File: src/sts_pkg.sv
// Purpose: shared constants and carrier types for the supply and thermal supervisor
// Assumes: 100 MHz clock, byte-addressed classic Wishbone registers
// Notes: offsets are byte addresses of aligned 32-bit words
package sts_pkg;
  localparam int STS_CLK_MHZ = 100;
  // timing figures in microseconds and their cycle counts
  localparam int STS_T_RD1_US = 2000;
  localparam int STS_T_SC_US = 4000;
  localparam int STS_RD1_CYC = STS_T_RD1_US * STS_CLK_MHZ;
  localparam int STS_SC_CYC = STS_T_SC_US * STS_CLK_MHZ;
  localparam int STS_CNT_W = 20;
  localparam logic [2:0] STS_UV_LIMIT = 3'h4;
  // register offsets
  localparam logic [7:0] STS_MODE_OFF = 8'h00;
  localparam logic [7:0] STS_WAKE_CTRL_OFF = 8'h04;
  localparam logic [7:0] STS_WATCHDOG_CONTROL_REG_OFF = 8'h08;
  localparam logic [7:0] STS_STATUS_OFF = 8'h0c;
  localparam logic [7:0] STS_FAIL_OFF = 8'h10;
  localparam logic [7:0] STS_OUT_CTRL_OFF = 8'h14;
  // mode command codes
  localparam logic [1:0] STS_CMD_NORMAL = 2'h0;
  localparam logic [1:0] STS_CMD_STOP = 2'h1;
  localparam logic [1:0] STS_CMD_SLEEP = 2'h2;
  localparam logic [1:0] STS_CMD_SOFT_RST = 2'h3;
  // wake_control_reg fields
  localparam int STS_ARM_A_BIT = 0;
  localparam int STS_BUS_WAKE_BIT = 1;
  localparam int STS_KEEP_ON_BIT = 2;
  localparam logic [2:0] STS_WAKE_CTRL_RST = 3'h2;
  // watchdog_control_reg fields
  localparam int STS_ARM_B_BIT = 0;
  localparam int STS_OV_RST_BIT = 1;
  localparam logic [1:0] STS_WATCHDOG_CONTROL_REG_RST = 2'h0;
  // out control fields: [1:0] second regulator, [5:2] high-side switches
  localparam logic [5:0] STS_OUT_CTRL_RST = 6'h00;
  // status flag positions
  localparam int STS_F_POR = 0;
  localparam int STS_F_BAT_UV = 1;
  localparam int STS_F_HS_UV = 2;
  localparam int STS_F_HS_OV = 3;
  localparam int STS_F_PREWARN = 4;
  localparam int STS_F_MAIN_UV = 5;
  localparam int STS_F_REP_UV = 6;
  localparam int STS_F_MAIN_OV = 7;
  localparam int STS_F_SHORT = 8;
  localparam int STS_F_SEC_UV = 9;
  localparam int STS_F_CAN_UV = 10;
  localparam int STS_F_BLOCK_OT = 11;
  localparam int STS_F_SEC_OT = 12;
  localparam int STS_NFLAGS = 13;
  localparam logic [12:0] STS_STATUS_RST = 13'h0001;
  localparam logic [1:0] STS_FAIL_OT = 2'h1;

  typedef enum logic [2:0] {
    mode_init = 3'b000,
    mode_normal = 3'b001,
    mode_stop = 3'b010,
    mode_sleep = 3'b011,
    mode_restart = 3'b100,
    mode_failsafe = 3'b101,
    mode_off = 3'b110
  } sts_mode_t;

  // comparator levels, synchronous to clk
  typedef struct packed {
    logic bat_above_por;
    logic bat_uv;
    logic hs_uv;
    logic hs_ov;
    logic main_above_rt;
    logic main_prewarn;
    logic main_ov;
    logic second_uv;
    logic second_ramping;
    logic can_uv;
  } sts_supply_t;

  // per-stage overtemperature levels
  typedef struct packed {
    logic second_reg;
    logic can;
    logic lin1;
    logic lin2;
    logic hs;
  } sts_heat_t;
endpackage

File: src/sts_supervisor.sv
// Purpose: supervision and fault manager: stop-mode watchdog disable, supplies, short and thermal
// Assumes: all inputs synchronous to clk_i; Wishbone classic slave, one wait state
// Notes: watchdog timing itself lives elsewhere; this block starts or stops it
// What this block does
// RL1: arm watchdog-off only in normal, both bits
// RL2: sequence error clears second arm bit
// RL3: stop trigger or normal return restarts watchdog
// RL4: restarting sequence with first bit set clears it
// RL5: bus-wake restart option defaults one, normal-only
// RL6: bus wake in stop restarts watchdog, irq, rxd
// RL7: controller re-disables via normal mode and sequence
// RL8: power-on sets flag, defaults, holds reset
// RL9: battery below power-on level switches off, restarts
// RL10: battery undervoltage flag, third regulator, short suspend
// RL11: high-side undervoltage forces lin receive-only
// RL12: high-side overvoltage sets only its flag
// RL13: main prewarning sets flag only
// RL14: main undervoltage drives reset, flag, restart
// RL15: fourth consecutive undervoltage enters fail-safe
// RL16: main overvoltage flag, optional restart or fail-safe
// RL17: overvoltage restart returns normal after delay
// RL18: main not up in filter time: short
// RL19: main low beyond filter time: short
// RL20: second regulator, can supply undervoltage sticky
// RL21: stage overheat switches stage off, flag
// RL22: transceiver overheat disables transmitter only
// RL23: controller writes arm a then arm b
`timescale 1ns/10ps
module sts_supervisor
  import sts_pkg::*;
#(
  parameter int RD1_CYC = STS_RD1_CYC,
  parameter int SC_CYC = STS_SC_CYC
) (
  input wire logic clk_i,
  input wire logic rst_i,
  input wire logic wb_cyc_i,
  input wire logic wb_stb_i,
  input wire logic wb_we_i,
  input wire logic [7:0] wb_adr_i,
  input wire logic [3:0] wb_sel_i,
  input wire logic [31:0] wb_dat_i,
  output logic [31:0] wb_dat_o,
  output logic wb_ack_o,
  input wire sts_supply_t supply_i,
  input wire sts_heat_t heat_i,
  input wire logic config_pin_level_i,
  input wire logic can_wake_i,
  input wire logic lin_wake_i,
  input wire logic wk_pin_wake_i,
  output sts_mode_t mode_o,
  output logic reset_output_pin_n_o,
  output logic fail_outputs_o,
  output logic main_supply_on_o,
  output logic third_reg_on_o,
  output logic [1:0] second_reg_on_bits_o,
  output logic [3:0] hs_enable_o,
  output logic lin_rx_only_o,
  output logic can_tx_off_o,
  output logic [1:0] lin_tx_off_o,
  output logic wd_active_o,
  output logic wd_long_window_o,
  output logic wake_irq_o,
  output logic can_rxd_low_o,
  output logic lin_rxd_low_o
);
  sts_mode_t mode;
  logic [2:0] wake_ctrl;
  logic [1:0] watchdog_control_reg;
  logic [5:0] out_ctrl;
  logic [STS_NFLAGS-1:0] flags;
  logic [1:0] can_fail, lin_one_failure_field, lin_two_failure_field;
  logic [STS_CNT_W-1:0] rd_cnt, sc_cnt;
  logic [2:0] uv_cnt;
  logic prev_main_ok, prev_main_ov, ro_n;

  // bus strobes: writes land on the edge that sees ack high
  logic wr, sel_lo;
  assign wr = wb_cyc_i & wb_stb_i & wb_we_i & wb_ack_o;
  assign sel_lo = wb_sel_i[0];

  function automatic logic hit(input logic [7:0] off);
    hit = wr & sel_lo & (wb_adr_i == off);
  endfunction

  // decoded events
  logic pwr_off, in_active, mode_wr, soft_rst, to_normal, wd_trig, stop_trig;
  logic bus_wake, any_wake, main_fall, ov_rise, ov_act, uv_event, uv_fs, sc_hit, rd_done;
  assign pwr_off = ~supply_i.bat_above_por;
  assign in_active = (mode == mode_init) | (mode == mode_normal) | (mode == mode_stop);
  assign mode_wr = hit(STS_MODE_OFF);
  assign soft_rst = mode_wr & (wb_dat_i[1:0] == STS_CMD_SOFT_RST) & ((mode == mode_normal) | (mode == mode_stop));
  assign to_normal = mode_wr & (wb_dat_i[1:0] == STS_CMD_NORMAL) & ((mode == mode_stop) | (mode == mode_init));
  assign wd_trig = hit(STS_WATCHDOG_CONTROL_REG_OFF);
  assign stop_trig = wd_trig & (mode == mode_stop);
  assign bus_wake = (mode == mode_stop) & wake_ctrl[STS_BUS_WAKE_BIT] & ~wd_active_o & (can_wake_i | lin_wake_i);
  assign any_wake = can_wake_i | lin_wake_i | wk_pin_wake_i;
  assign main_fall = prev_main_ok & ~supply_i.main_above_rt & (mode != mode_sleep) & (mode != mode_off);
  assign ov_rise = supply_i.main_ov & ~prev_main_ov & in_active;
  assign ov_act = ov_rise & watchdog_control_reg[STS_OV_RST_BIT];
  // counter holds in normal while the battery is low
  assign uv_event = main_fall & in_active & ~((mode == mode_normal) & supply_i.bat_uv);
  assign uv_fs = uv_event & (uv_cnt == STS_UV_LIMIT - 3'h1);
  assign sc_hit = sc_cnt == STS_CNT_W'(SC_CYC - 1);
  assign rd_done = rd_cnt == STS_CNT_W'(RD1_CYC - 1);

  // previous levels for edge detection
  always_ff @(posedge clk_i) begin
    if (rst_i) begin
      prev_main_ok <= 1'b0;
      prev_main_ov <= 1'b0;
    end else begin
      prev_main_ok <= supply_i.main_above_rt;
      prev_main_ov <= supply_i.main_ov;
    end
  end

  // mode sequencing, highest priority first
  always_ff @(posedge clk_i) begin
    if (rst_i) begin
      mode <= mode_off;
    end else if (pwr_off) begin
      mode <= mode_off; // [RL9]
    end else begin
      case (mode)
        mode_off: mode <= mode_init; // [RL9]
        mode_sleep: if (any_wake) mode <= mode_restart;
        mode_failsafe: if (any_wake) mode <= mode_restart; // [RL19]
        mode_restart: if (sc_hit) mode <= mode_failsafe;
          else if (rd_done) mode <= mode_normal; // [RL17]
        mode_init, mode_normal, mode_stop: begin
          if (sc_hit) begin
            mode <= mode_failsafe; // [RL18] [RL19]
          end else if (uv_fs) begin
            mode <= mode_failsafe; // [RL15]
          end else if (main_fall) begin
            mode <= mode_restart; // [RL14]
          end else if (ov_act) begin
            mode <= config_pin_level_i ? mode_restart : mode_failsafe; // [RL16] [RL17]
          end else if (soft_rst) begin
            mode <= mode_init;
          end else if (mode_wr && mode == mode_normal && wb_dat_i[1:0] == STS_CMD_STOP) begin
            mode <= mode_stop;
          end else if (mode_wr && mode == mode_normal && wb_dat_i[1:0] == STS_CMD_SLEEP) begin
            mode <= mode_sleep;
          end else if (to_normal || (mode == mode_init && wd_trig && ro_n)) begin
            mode <= mode_normal; // [RL3]
          end
        end
        default: mode <= mode_off;
      endcase
    end
  end

  // reset delay: runs while main supply is up and reset is held
  always_ff @(posedge clk_i) begin
    if (rst_i || pwr_off || soft_rst || !supply_i.main_above_rt || main_fall) begin
      rd_cnt <= '0;
      ro_n <= 1'b0; // [RL8] [RL14]
    end else if (ov_act && config_pin_level_i) begin
      rd_cnt <= '0;
      ro_n <= 1'b0; // [RL16]
    end else if (!ro_n) begin
      rd_cnt <= rd_done ? rd_cnt : rd_cnt + 1'b1;
      ro_n <= rd_done; // [RL8]
    end
  end

  // short filter: main supply low while it should be up, battery not low
  always_ff @(posedge clk_i) begin
    if (rst_i || pwr_off || supply_i.main_above_rt || supply_i.bat_uv || !main_supply_on_o) begin
      sc_cnt <= '0; // [RL10]
    end else if (mode != mode_sleep && mode != mode_failsafe && !sc_hit) begin
      sc_cnt <= sc_cnt + 1'b1; // [RL18] [RL19]
    end
  end

  // consecutive undervoltage counter
  always_ff @(posedge clk_i) begin
    if (rst_i || pwr_off || soft_rst || uv_fs || mode == mode_failsafe) begin
      uv_cnt <= '0; // [RL15]
    end else if (wr && wb_adr_i == STS_STATUS_OFF && sel_lo && wb_dat_i[STS_F_MAIN_UV] && !uv_event) begin
      uv_cnt <= '0; // [RL15]
    end else if (uv_event) begin
      uv_cnt <= uv_cnt + 3'h1;
    end
  end

  // wake control: arm a, bus-wake option, third regulator keep-on
  always_ff @(posedge clk_i) begin
    if (rst_i || pwr_off || soft_rst) begin
      wake_ctrl <= STS_WAKE_CTRL_RST; // [RL5] [RL8]
    end else if (stop_trig || to_normal || bus_wake) begin
      wake_ctrl[STS_ARM_A_BIT] <= 1'b0; // [RL3]
    end else if (hit(STS_WAKE_CTRL_OFF) && mode == mode_normal) begin
      // rewriting arm a while set restarts the sequence and drops it
      wake_ctrl[STS_ARM_A_BIT] <= wb_dat_i[STS_ARM_A_BIT] & ~wake_ctrl[STS_ARM_A_BIT]; // [RL1] [RL4]
      wake_ctrl[STS_BUS_WAKE_BIT] <= wb_dat_i[STS_BUS_WAKE_BIT]; // [RL5]
      wake_ctrl[STS_KEEP_ON_BIT] <= wb_dat_i[STS_KEEP_ON_BIT];
    end
  end

  // watchdog control: arm b, overvoltage restart option
  always_ff @(posedge clk_i) begin
    if (rst_i || pwr_off || soft_rst) begin
      watchdog_control_reg <= STS_WATCHDOG_CONTROL_REG_RST;
    end else if (stop_trig || to_normal || bus_wake) begin
      watchdog_control_reg[STS_ARM_B_BIT] <= 1'b0; // [RL3] [RL6]
    end else if (ov_act && config_pin_level_i) begin
      watchdog_control_reg[STS_OV_RST_BIT] <= 1'b0; // [RL16]
    end else if (hit(STS_WAKE_CTRL_OFF) && watchdog_control_reg[STS_ARM_B_BIT]) begin
      watchdog_control_reg[STS_ARM_B_BIT] <= 1'b0; // [RL2] [RL23]
    end else if (wd_trig && mode == mode_normal) begin
      // arm b without arm a is a sequence error
      watchdog_control_reg[STS_ARM_B_BIT] <= wb_dat_i[STS_ARM_B_BIT] & wake_ctrl[STS_ARM_A_BIT]; // [RL1] [RL2]
      watchdog_control_reg[STS_OV_RST_BIT] <= wb_dat_i[STS_OV_RST_BIT];
    end
  end

  // watchdog run state and long-window start pulse
  always_ff @(posedge clk_i) begin
    if (rst_i || pwr_off) begin
      wd_active_o <= 1'b0;
      wd_long_window_o <= 1'b0;
    end else if (stop_trig || to_normal || bus_wake) begin
      wd_active_o <= 1'b1; // [RL3] [RL6]
      wd_long_window_o <= 1'b1;
    end else if (mode == mode_normal && mode_wr && wb_dat_i[1:0] == STS_CMD_STOP) begin
      wd_active_o <= ~(wake_ctrl[STS_ARM_A_BIT] & watchdog_control_reg[STS_ARM_B_BIT]); // [RL1]
      wd_long_window_o <= 1'b0;
    end else begin
      wd_active_o <= in_active & (wd_active_o | (ro_n & (mode != mode_stop))); // [RL1]
      wd_long_window_o <= 1'b0;
    end
  end

  // bus wake signalling to the controller
  always_ff @(posedge clk_i) begin
    if (rst_i || pwr_off || mode == mode_normal) begin
      wake_irq_o <= 1'b0;
      can_rxd_low_o <= 1'b0;
      lin_rxd_low_o <= 1'b0;
    end else begin
      wake_irq_o <= bus_wake; // [RL6]
      can_rxd_low_o <= can_rxd_low_o | (bus_wake & can_wake_i); // [RL6]
      lin_rxd_low_o <= lin_rxd_low_o | (bus_wake & lin_wake_i);
    end
  end

  // sticky status flags: set wins over a write-one clear
  logic [STS_NFLAGS-1:0] set_f, clr_ok, clr_f;
  always_comb begin
    set_f = '0;
    set_f[STS_F_BAT_UV] = supply_i.bat_uv; // [RL10]
    set_f[STS_F_HS_UV] = supply_i.hs_uv; // [RL11]
    set_f[STS_F_HS_OV] = supply_i.hs_ov; // [RL12]
    set_f[STS_F_PREWARN] = supply_i.main_prewarn & (mode != mode_sleep); // [RL13]
    set_f[STS_F_MAIN_UV] = main_fall; // [RL14]
    set_f[STS_F_REP_UV] = uv_fs; // [RL15]
    set_f[STS_F_MAIN_OV] = ov_rise; // [RL16]
    set_f[STS_F_SHORT] = sc_hit; // [RL18] [RL19]
    set_f[STS_F_SEC_UV] = supply_i.second_uv & ~supply_i.second_ramping; // [RL20]
    set_f[STS_F_CAN_UV] = supply_i.can_uv; // [RL20]
    set_f[STS_F_BLOCK_OT] = (heat_i.second_reg & |out_ctrl[1:0]) | (heat_i.hs & |out_ctrl[5:2])
      | heat_i.can | heat_i.lin1 | heat_i.lin2; // [RL21]
    set_f[STS_F_SEC_OT] = heat_i.second_reg & |out_ctrl[1:0]; // [RL21]
    clr_ok = '1;
    clr_ok[STS_F_BLOCK_OT] = ~(heat_i.second_reg | heat_i.hs | heat_i.can | heat_i.lin1 | heat_i.lin2);
    clr_ok[STS_F_SEC_OT] = ~heat_i.second_reg; // [RL21]
    clr_f = '0;
    if (wr && wb_adr_i == STS_STATUS_OFF) begin
      clr_f = wb_dat_i[STS_NFLAGS-1:0] & {{5{wb_sel_i[1]}}, {8{sel_lo}}} & clr_ok;
    end
  end

  always_ff @(posedge clk_i) begin
    if (rst_i || pwr_off) begin
      flags <= STS_STATUS_RST; // [RL8]
    end else begin
      flags <= (flags & ~clr_f) | set_f;
    end
  end

  // output stage control with thermal switch-off
  always_ff @(posedge clk_i) begin
    if (rst_i || pwr_off || soft_rst) begin
      out_ctrl <= STS_OUT_CTRL_RST;
    end else begin
      if (hit(STS_OUT_CTRL_OFF)) begin
        out_ctrl <= wb_dat_i[5:0];
      end
      if (heat_i.second_reg) begin
        out_ctrl[1:0] <= 2'h0; // [RL21]
      end
      if (heat_i.hs) begin
        out_ctrl[5:2] <= 4'h0; // [RL21]
      end
    end
  end

  // transceiver failure fields follow overtemperature
  always_ff @(posedge clk_i) begin
    if (rst_i || pwr_off) begin
      can_fail <= 2'h0;
      lin_one_failure_field <= 2'h0;
      lin_two_failure_field <= 2'h0;
    end else begin
      can_fail <= heat_i.can ? STS_FAIL_OT : 2'h0; // [RL22]
      lin_one_failure_field <= heat_i.lin1 ? STS_FAIL_OT : 2'h0;
      lin_two_failure_field <= heat_i.lin2 ? STS_FAIL_OT : 2'h0;
    end
  end

  // pin-level outputs, all registered
  always_ff @(posedge clk_i) begin
    if (rst_i || pwr_off) begin
      mode_o <= mode_off;
      reset_output_pin_n_o <= 1'b0;
      fail_outputs_o <= 1'b0;
      main_supply_on_o <= 1'b0;
      third_reg_on_o <= 1'b0;
      second_reg_on_bits_o <= 2'h0;
      hs_enable_o <= 4'h0;
      lin_rx_only_o <= 1'b0;
      can_tx_off_o <= 1'b0;
      lin_tx_off_o <= 2'h0;
    end else begin
      mode_o <= mode;
      reset_output_pin_n_o <= ro_n;
      if (sc_hit || uv_fs || ov_act) begin
        fail_outputs_o <= 1'b1; // [RL16] [RL18]
      end else if (mode == mode_normal) begin
        fail_outputs_o <= 1'b0;
      end
      // main supply off after a short and in sleep, on again on wake
      main_supply_on_o <= ~(sc_hit | mode == mode_sleep | (mode == mode_failsafe & flags[STS_F_SHORT])); // [RL18]
      third_reg_on_o <= ~supply_i.bat_uv | wake_ctrl[STS_KEEP_ON_BIT]; // [RL10]
      second_reg_on_bits_o <= out_ctrl[1:0];
      hs_enable_o <= out_ctrl[5:2];
      lin_rx_only_o <= supply_i.hs_uv; // [RL11]
      can_tx_off_o <= heat_i.can; // [RL22]
      lin_tx_off_o <= {heat_i.lin2, heat_i.lin1};
    end
  end

  // wishbone answer: one wait state, unmapped reads return zero
  always_ff @(posedge clk_i) begin
    if (rst_i) begin
      wb_ack_o <= 1'b0;
      wb_dat_o <= '0;
    end else begin
      wb_ack_o <= wb_cyc_i & wb_stb_i & ~wb_ack_o;
      case (wb_adr_i)
        STS_MODE_OFF: wb_dat_o <= {29'h0, mode};
        STS_WAKE_CTRL_OFF: wb_dat_o <= {29'h0, wake_ctrl};
        STS_WATCHDOG_CONTROL_REG_OFF: wb_dat_o <= {30'h0, watchdog_control_reg};
        STS_STATUS_OFF: wb_dat_o <= {19'h0, flags};
        STS_FAIL_OFF: wb_dat_o <= {26'h0, lin_two_failure_field, lin_one_failure_field, can_fail};
        STS_OUT_CTRL_OFF: wb_dat_o <= {26'h0, out_ctrl};
        default: wb_dat_o <= '0;
      endcase
    end
  end
endmodule

File: config.mk
export PLATFORM = sky130hd
export DESIGN_NAME = sts_supervisor
export DESIGN_NICKNAME = d
export VERILOG_FILES = /design/src/sts_pkg.sv /design/src/sts_supervisor.sv
export SDC_FILE = /design/constraint.sdc
export NUM_CORES = 1
export LEC_CHECK = 0
export BUFFER_PORTS_ARGS = -buffer_cell sky130_fd_sc_hd__buf_2
export CAP_MARGIN = 20
export CORE_MARGIN = 4
export CORE_UTILIZATION = 55
export CTS_BUF_LIST = sky130_fd_sc_hd__clkbuf_8
export DETAILED_ROUTE_END_ITERATION = 7
export GPL_TIMING_DRIVEN = 0
export PLACE_DENSITY = 0.85
export SYNTH_ARGS = -nofsm -noshare
export SYNTH_HDL_FRONTEND = slang
export SYNTH_SLANG_ARGS = --single-unit
File: constraint.sdc
create_clock -name clk_i -period 2.8 [get_ports clk_i]
set_clock_uncertainty 0.05 [all_clocks]
set_input_delay 0.14 -clock clk_i [delete_from_list [all_inputs] [get_ports clk_i]]
set_output_delay 0.14 -clock clk_i [all_outputs]
set_load 0.02 [all_outputs]
# == Yosys cells after proc, flatten, opt, wreduce, memory -nomap -nowiden ==
# Index checks and enable logic that the tools add are counted.
# totals
regBits,134
inputBits,68
out_inout_bits,55
# op_classes
addsub,3
eq_ne,25
mux,28
bitwise_logic,81
reduce_logical,55
# op_table
cell,n
case mux 13 bit (6 select lines),1
"adder 20 x 1 -> 20 bit, second input constant",2
AND 1 bit,39
AND 13 bit,3
2-to-1 mux 3 bit,11
"equality test 20 x 18 -> 1 bit, second input constant",1
"equality test 20 x 19 -> 1 bit, second input constant",1
OR 1 bit,20
NOT 1 bit,17
"equality test 8 x 4 -> 1 bit, second input constant",2
"equality test 8 x 5 -> 1 bit, second input constant",2
OR reduction 2 bit,8
logical AND 1 bit,15
logical OR 1 bit,15
2-to-1 mux 1 bit,13
2-to-1 mux 13 bit,1
NOT 13 bit,1
OR 13 bit,1
case mux 3 bit (4 select lines),1
"equality test 3 x 2 -> 1 bit, second input constant",3
"equality test 3 bit, second input constant",3
"inequality test 3 bit, second input constant",3
"inequality test 9 bit, second input constant",1
"equality test 8 x 3 -> 1 bit, second input constant",1
17 further kinds,27

# == Longest topological paths before layout ==
# logic_depth
depth_word,17
mapped_depth,8

# == Least setup slack after synthesis ==
# Ideal clock, no wire load.
# synth_timing
kind,flip-flop to flip-flop
from,register sc_cnt[0]
to,register mode[0]
setup_ns,0.123
t_arrival_ns,1.858
slack_ns,0.769
stages_incl_launch_ff,8
path_buffers,0
synth_period_minus_slack_ns,2.031
path_cell_list,dfxtp_1 ha_1 nor4b_1 nand4_1 nor2_2 nor4b_2 a211oi_2 mux2_1
# synth_via
elab_chain_len,3
# synth_rtl
item,line_no,rtl
from (decl),sts_supervisor.sv:73,"logic [STS_CNT_W-1:0] rd_cnt, sc_cnt;"
from (signal assigned),sts_supervisor.sv:174,sc_cnt <= sc_cnt + 1'b1;
equality test 20 x 19 -> 1 bit (*),sts_supervisor.sv:104,assign sc_hit = sc_cnt == STS_CNT_W'(SC_CYC - 1);
"inequality test 9 bit (no source line), or another cell as far along",n/a,
AND reduction 3 bit (no source line) / case mux 3 bit (4 select lines) (equally long branches),n/a,
to (signal assigned),sts_supervisor.sv:121,mode <= mode_off;
to (signal assigned),sts_supervisor.sv:123,mode <= mode_off;
to (signal assigned),sts_supervisor.sv:126,mode_off: mode <= mode_init;
to (decl),sts_supervisor.sv:67,sts_mode_t mode;
# Mark *: on every way between the ends. The rest lies on a longest branch, timed or not.
# A chain may end at the register's enable or synchronous reset.

# == Final worst setup path ==
# Same ends and word-level chain as after synthesis.

==> metrics.txt <==
TritonCTS Buffers=9; critical path arrival=2.62 ns; Slew headroom=48.16%; area occupied by multi-input gates=2486 um2; post-CTS setup buffer count=0; Routed WL=12490 um; Mapped Area=4890 um2; met1 WL=4868 um; Met2 Wirelength=6264 um; post-place setup slack=0.3848 ns; Final Cycle Share=86.18%; Startpoint Class=flop; nets=760; final setup fails=0; clk_lat worst skew=~0.37 ns; Mapped Avg Cell Area=8.716 um2; share of layout cells above drive strength 1=20.49%; total leakage power=0.002287 uW; largest fanout on the critical path=8; Clock Tree Buf Depth=2; clk sinks=109; Hold Violations, Final=0; FILL cells=705; fin. max-slew vios=0; Diodes inserted=0; initial core utilization=between 50% and 60%; Total GRT Usage=24.46%; HPWL after DPL=about 9200 um; port buffer count=between 80 and 90; peak supply drop=between 0.2 and 0.3 mV; dominant synthesized flop cell=dfxtp_1; Starting DRT DRC Count=296; # H-tree levels=3; post-synth top area share=44.63%; initial antenna violation count=0; Post-synth EDFFs=0; part of the Yosys area used for sequential elements=44.63%; area leader, netlist=dfxtp_1; Slew @ Worst Pin=0.7717 ns; I/O pins=around 120; DRT antenna net count=0; highest routed layer=met4; Core Area=8678 um2; most common cell after layout, fill and taps aside=dfxtp_1; first-pass GRT wire length=20370 um; clock-pin transition on the worst setup and hold timing paths=0.09 ns; Hold Path Class=in -> reg; Power, Total=2835 uW; total grt overflow=0; setup tns final=0 ns; minimum clock period=about 2.4 ns; R2R setup slack=between 0.3 and 0.4 ns; Placer Congestion=0.9126; status=completed; P per Cell Area=482.4 nW/um2; Avg WL per Cell=15.59 um; asr flop ratio synth=0%; biggest regs=rd_cnt x20, sc_cnt x20; storage element area=approximately 2200 um2; WL met3=884 um; Pre-Repair DR Iteration Count=5; CTS tree=done; CP endpoint kind=flop; Mapped Cells=around 560; Max-Cap Viols=0; Synth-to-Final Area Change=20.19%; final worst slack=0.3869 ns; routed vias=4541; Die Wd=102.3 um; vias per inst=5.669; Yosys cell types=61; RSZ-0062 raised after global routing=false; Ys Warns=0; total die area=10460 um2; most frequent cells in the layout=dfxtp_1 (109), buf_2 (89), nor2_1 (75), nand2_1 (40), a21oi_1 (33); Cell Rows=34; # DRC=0; Yosys reg bits=roughly 110; ranking of synthesized cells by area=dfxtp_1 (45%), nor2_1 (5.8%), xor2_1 (3.4%), a21oi_1 (3.4%), buf_4 (3.2%); vias in the first global route=about 4.4k; PostCTS Resize Cnt=0; post-layout util=between 60% and 70%; largest net degree at the start of global routing=18; chip height=102.3 um; fmax=414.4 MHz; clock root buffer=clkbuf_8; Critical Path RT=3.01 ns; Setup Crit Path Kind=reg -> reg
## metal layers
metal  track usage, %  up-vias
met5                0        -
met4            12.92        0
met3            4.505       50
met2            43.58      215
met1            27.64     2106
li1                 -     2170
## cells by family after synthesis
logic type                 after synthesis  synth area share [%]
and+or+nand+nor                        260                 28.20
DFF                                    109                 44.63
AOI/OAI and AO/OA                       86                 11.13
buffers and inverters                   53                 5.911
xor gates and xnor gates                34                 6.090
muxes                                   14                 2.943
adders and majority gates                4                 1.024
other                                    1               0.07669
## per-stage QoR
stage          instance area (um2)  hold slack [ns]  instances
3_5_place_dp                  5498           0.3093        768
3_3_place_gp                  5498           0.3036        768
5_1_grt                       5877          0.02666        801
6_report                      5877         0.004984        801
2_1_floorplan                 4957           0.1616        579
4_1_cts                       5877         0.004392        801
## final cells by class
type                            instances  area share [%]
Buffer                                 40           4.088
Clock buffer                           11           2.576
Clock inverter                          5          0.9793
Inverter                               13          0.8303
Multi-Input combinational cell        417           42.30
Sequential cell                       109           37.13
Tap cell                              108           2.299
Timing Repair Buffer                   98           9.793
## worst paths after layout
| check | from | to | cells past startpoint |
|---|---|---|---|
| worst max-delay path | sc_cnt[0]$_SDFFE_PP0P_ | mode[0]$_SDFFE_PP0P_ | 7 |
| worst max register to register | sc_cnt[0]$_SDFFE_PP0P_ | mode[0]$_SDFFE_PP0P_ | 7 |
| worst min-delay path | lin_wake_i | lin_rxd_low_o$_SDFF_PP0_ | 3 |
| worst min register to register | flags[12]$_SDFF_PP0_ | flags[12]$_SDFF_PP0_ | 2 |
## cells in the mapped netlist (9+ instances only)
library cell	instances
nor3_1	24
dfxtp_1	109
or3_1	10
nand4_1	12
and2_1	22
nor2_1	75
mux2i_1	11
o21ai_0	19
clkbuf_1	9
nand3_1	21
xnor2_1	15
xor2_1	19
buf_4	21
inv_1	13
nand2_1	40
nor2b_1	9
a21oi_1	33
## critical path: stages, from the launching register on
cell	delay, ns
dfxtp_1	0.38
ha_1	0.19
nor4b_1	0.23
nand4_1	0.26
nor2_2	0.39
nor4b_2	0.12
a211oi_2	0.34
mux2_1	0.35
## power breakdown
group          total [uW]  internal (uW)  switching (uW)
sequential           1580           1570            8.56
clock                 985            465             521
combinational         273            111             162
## repair_timing
| item | CTS | global route |
|---|---|---|
| hold endpoints to repair | 21 | 0 |
| hold buffers | 17 | 0 |
| endpoints found under the setup margin | 0 | 0 |
(Power assumes the default switching activity.)
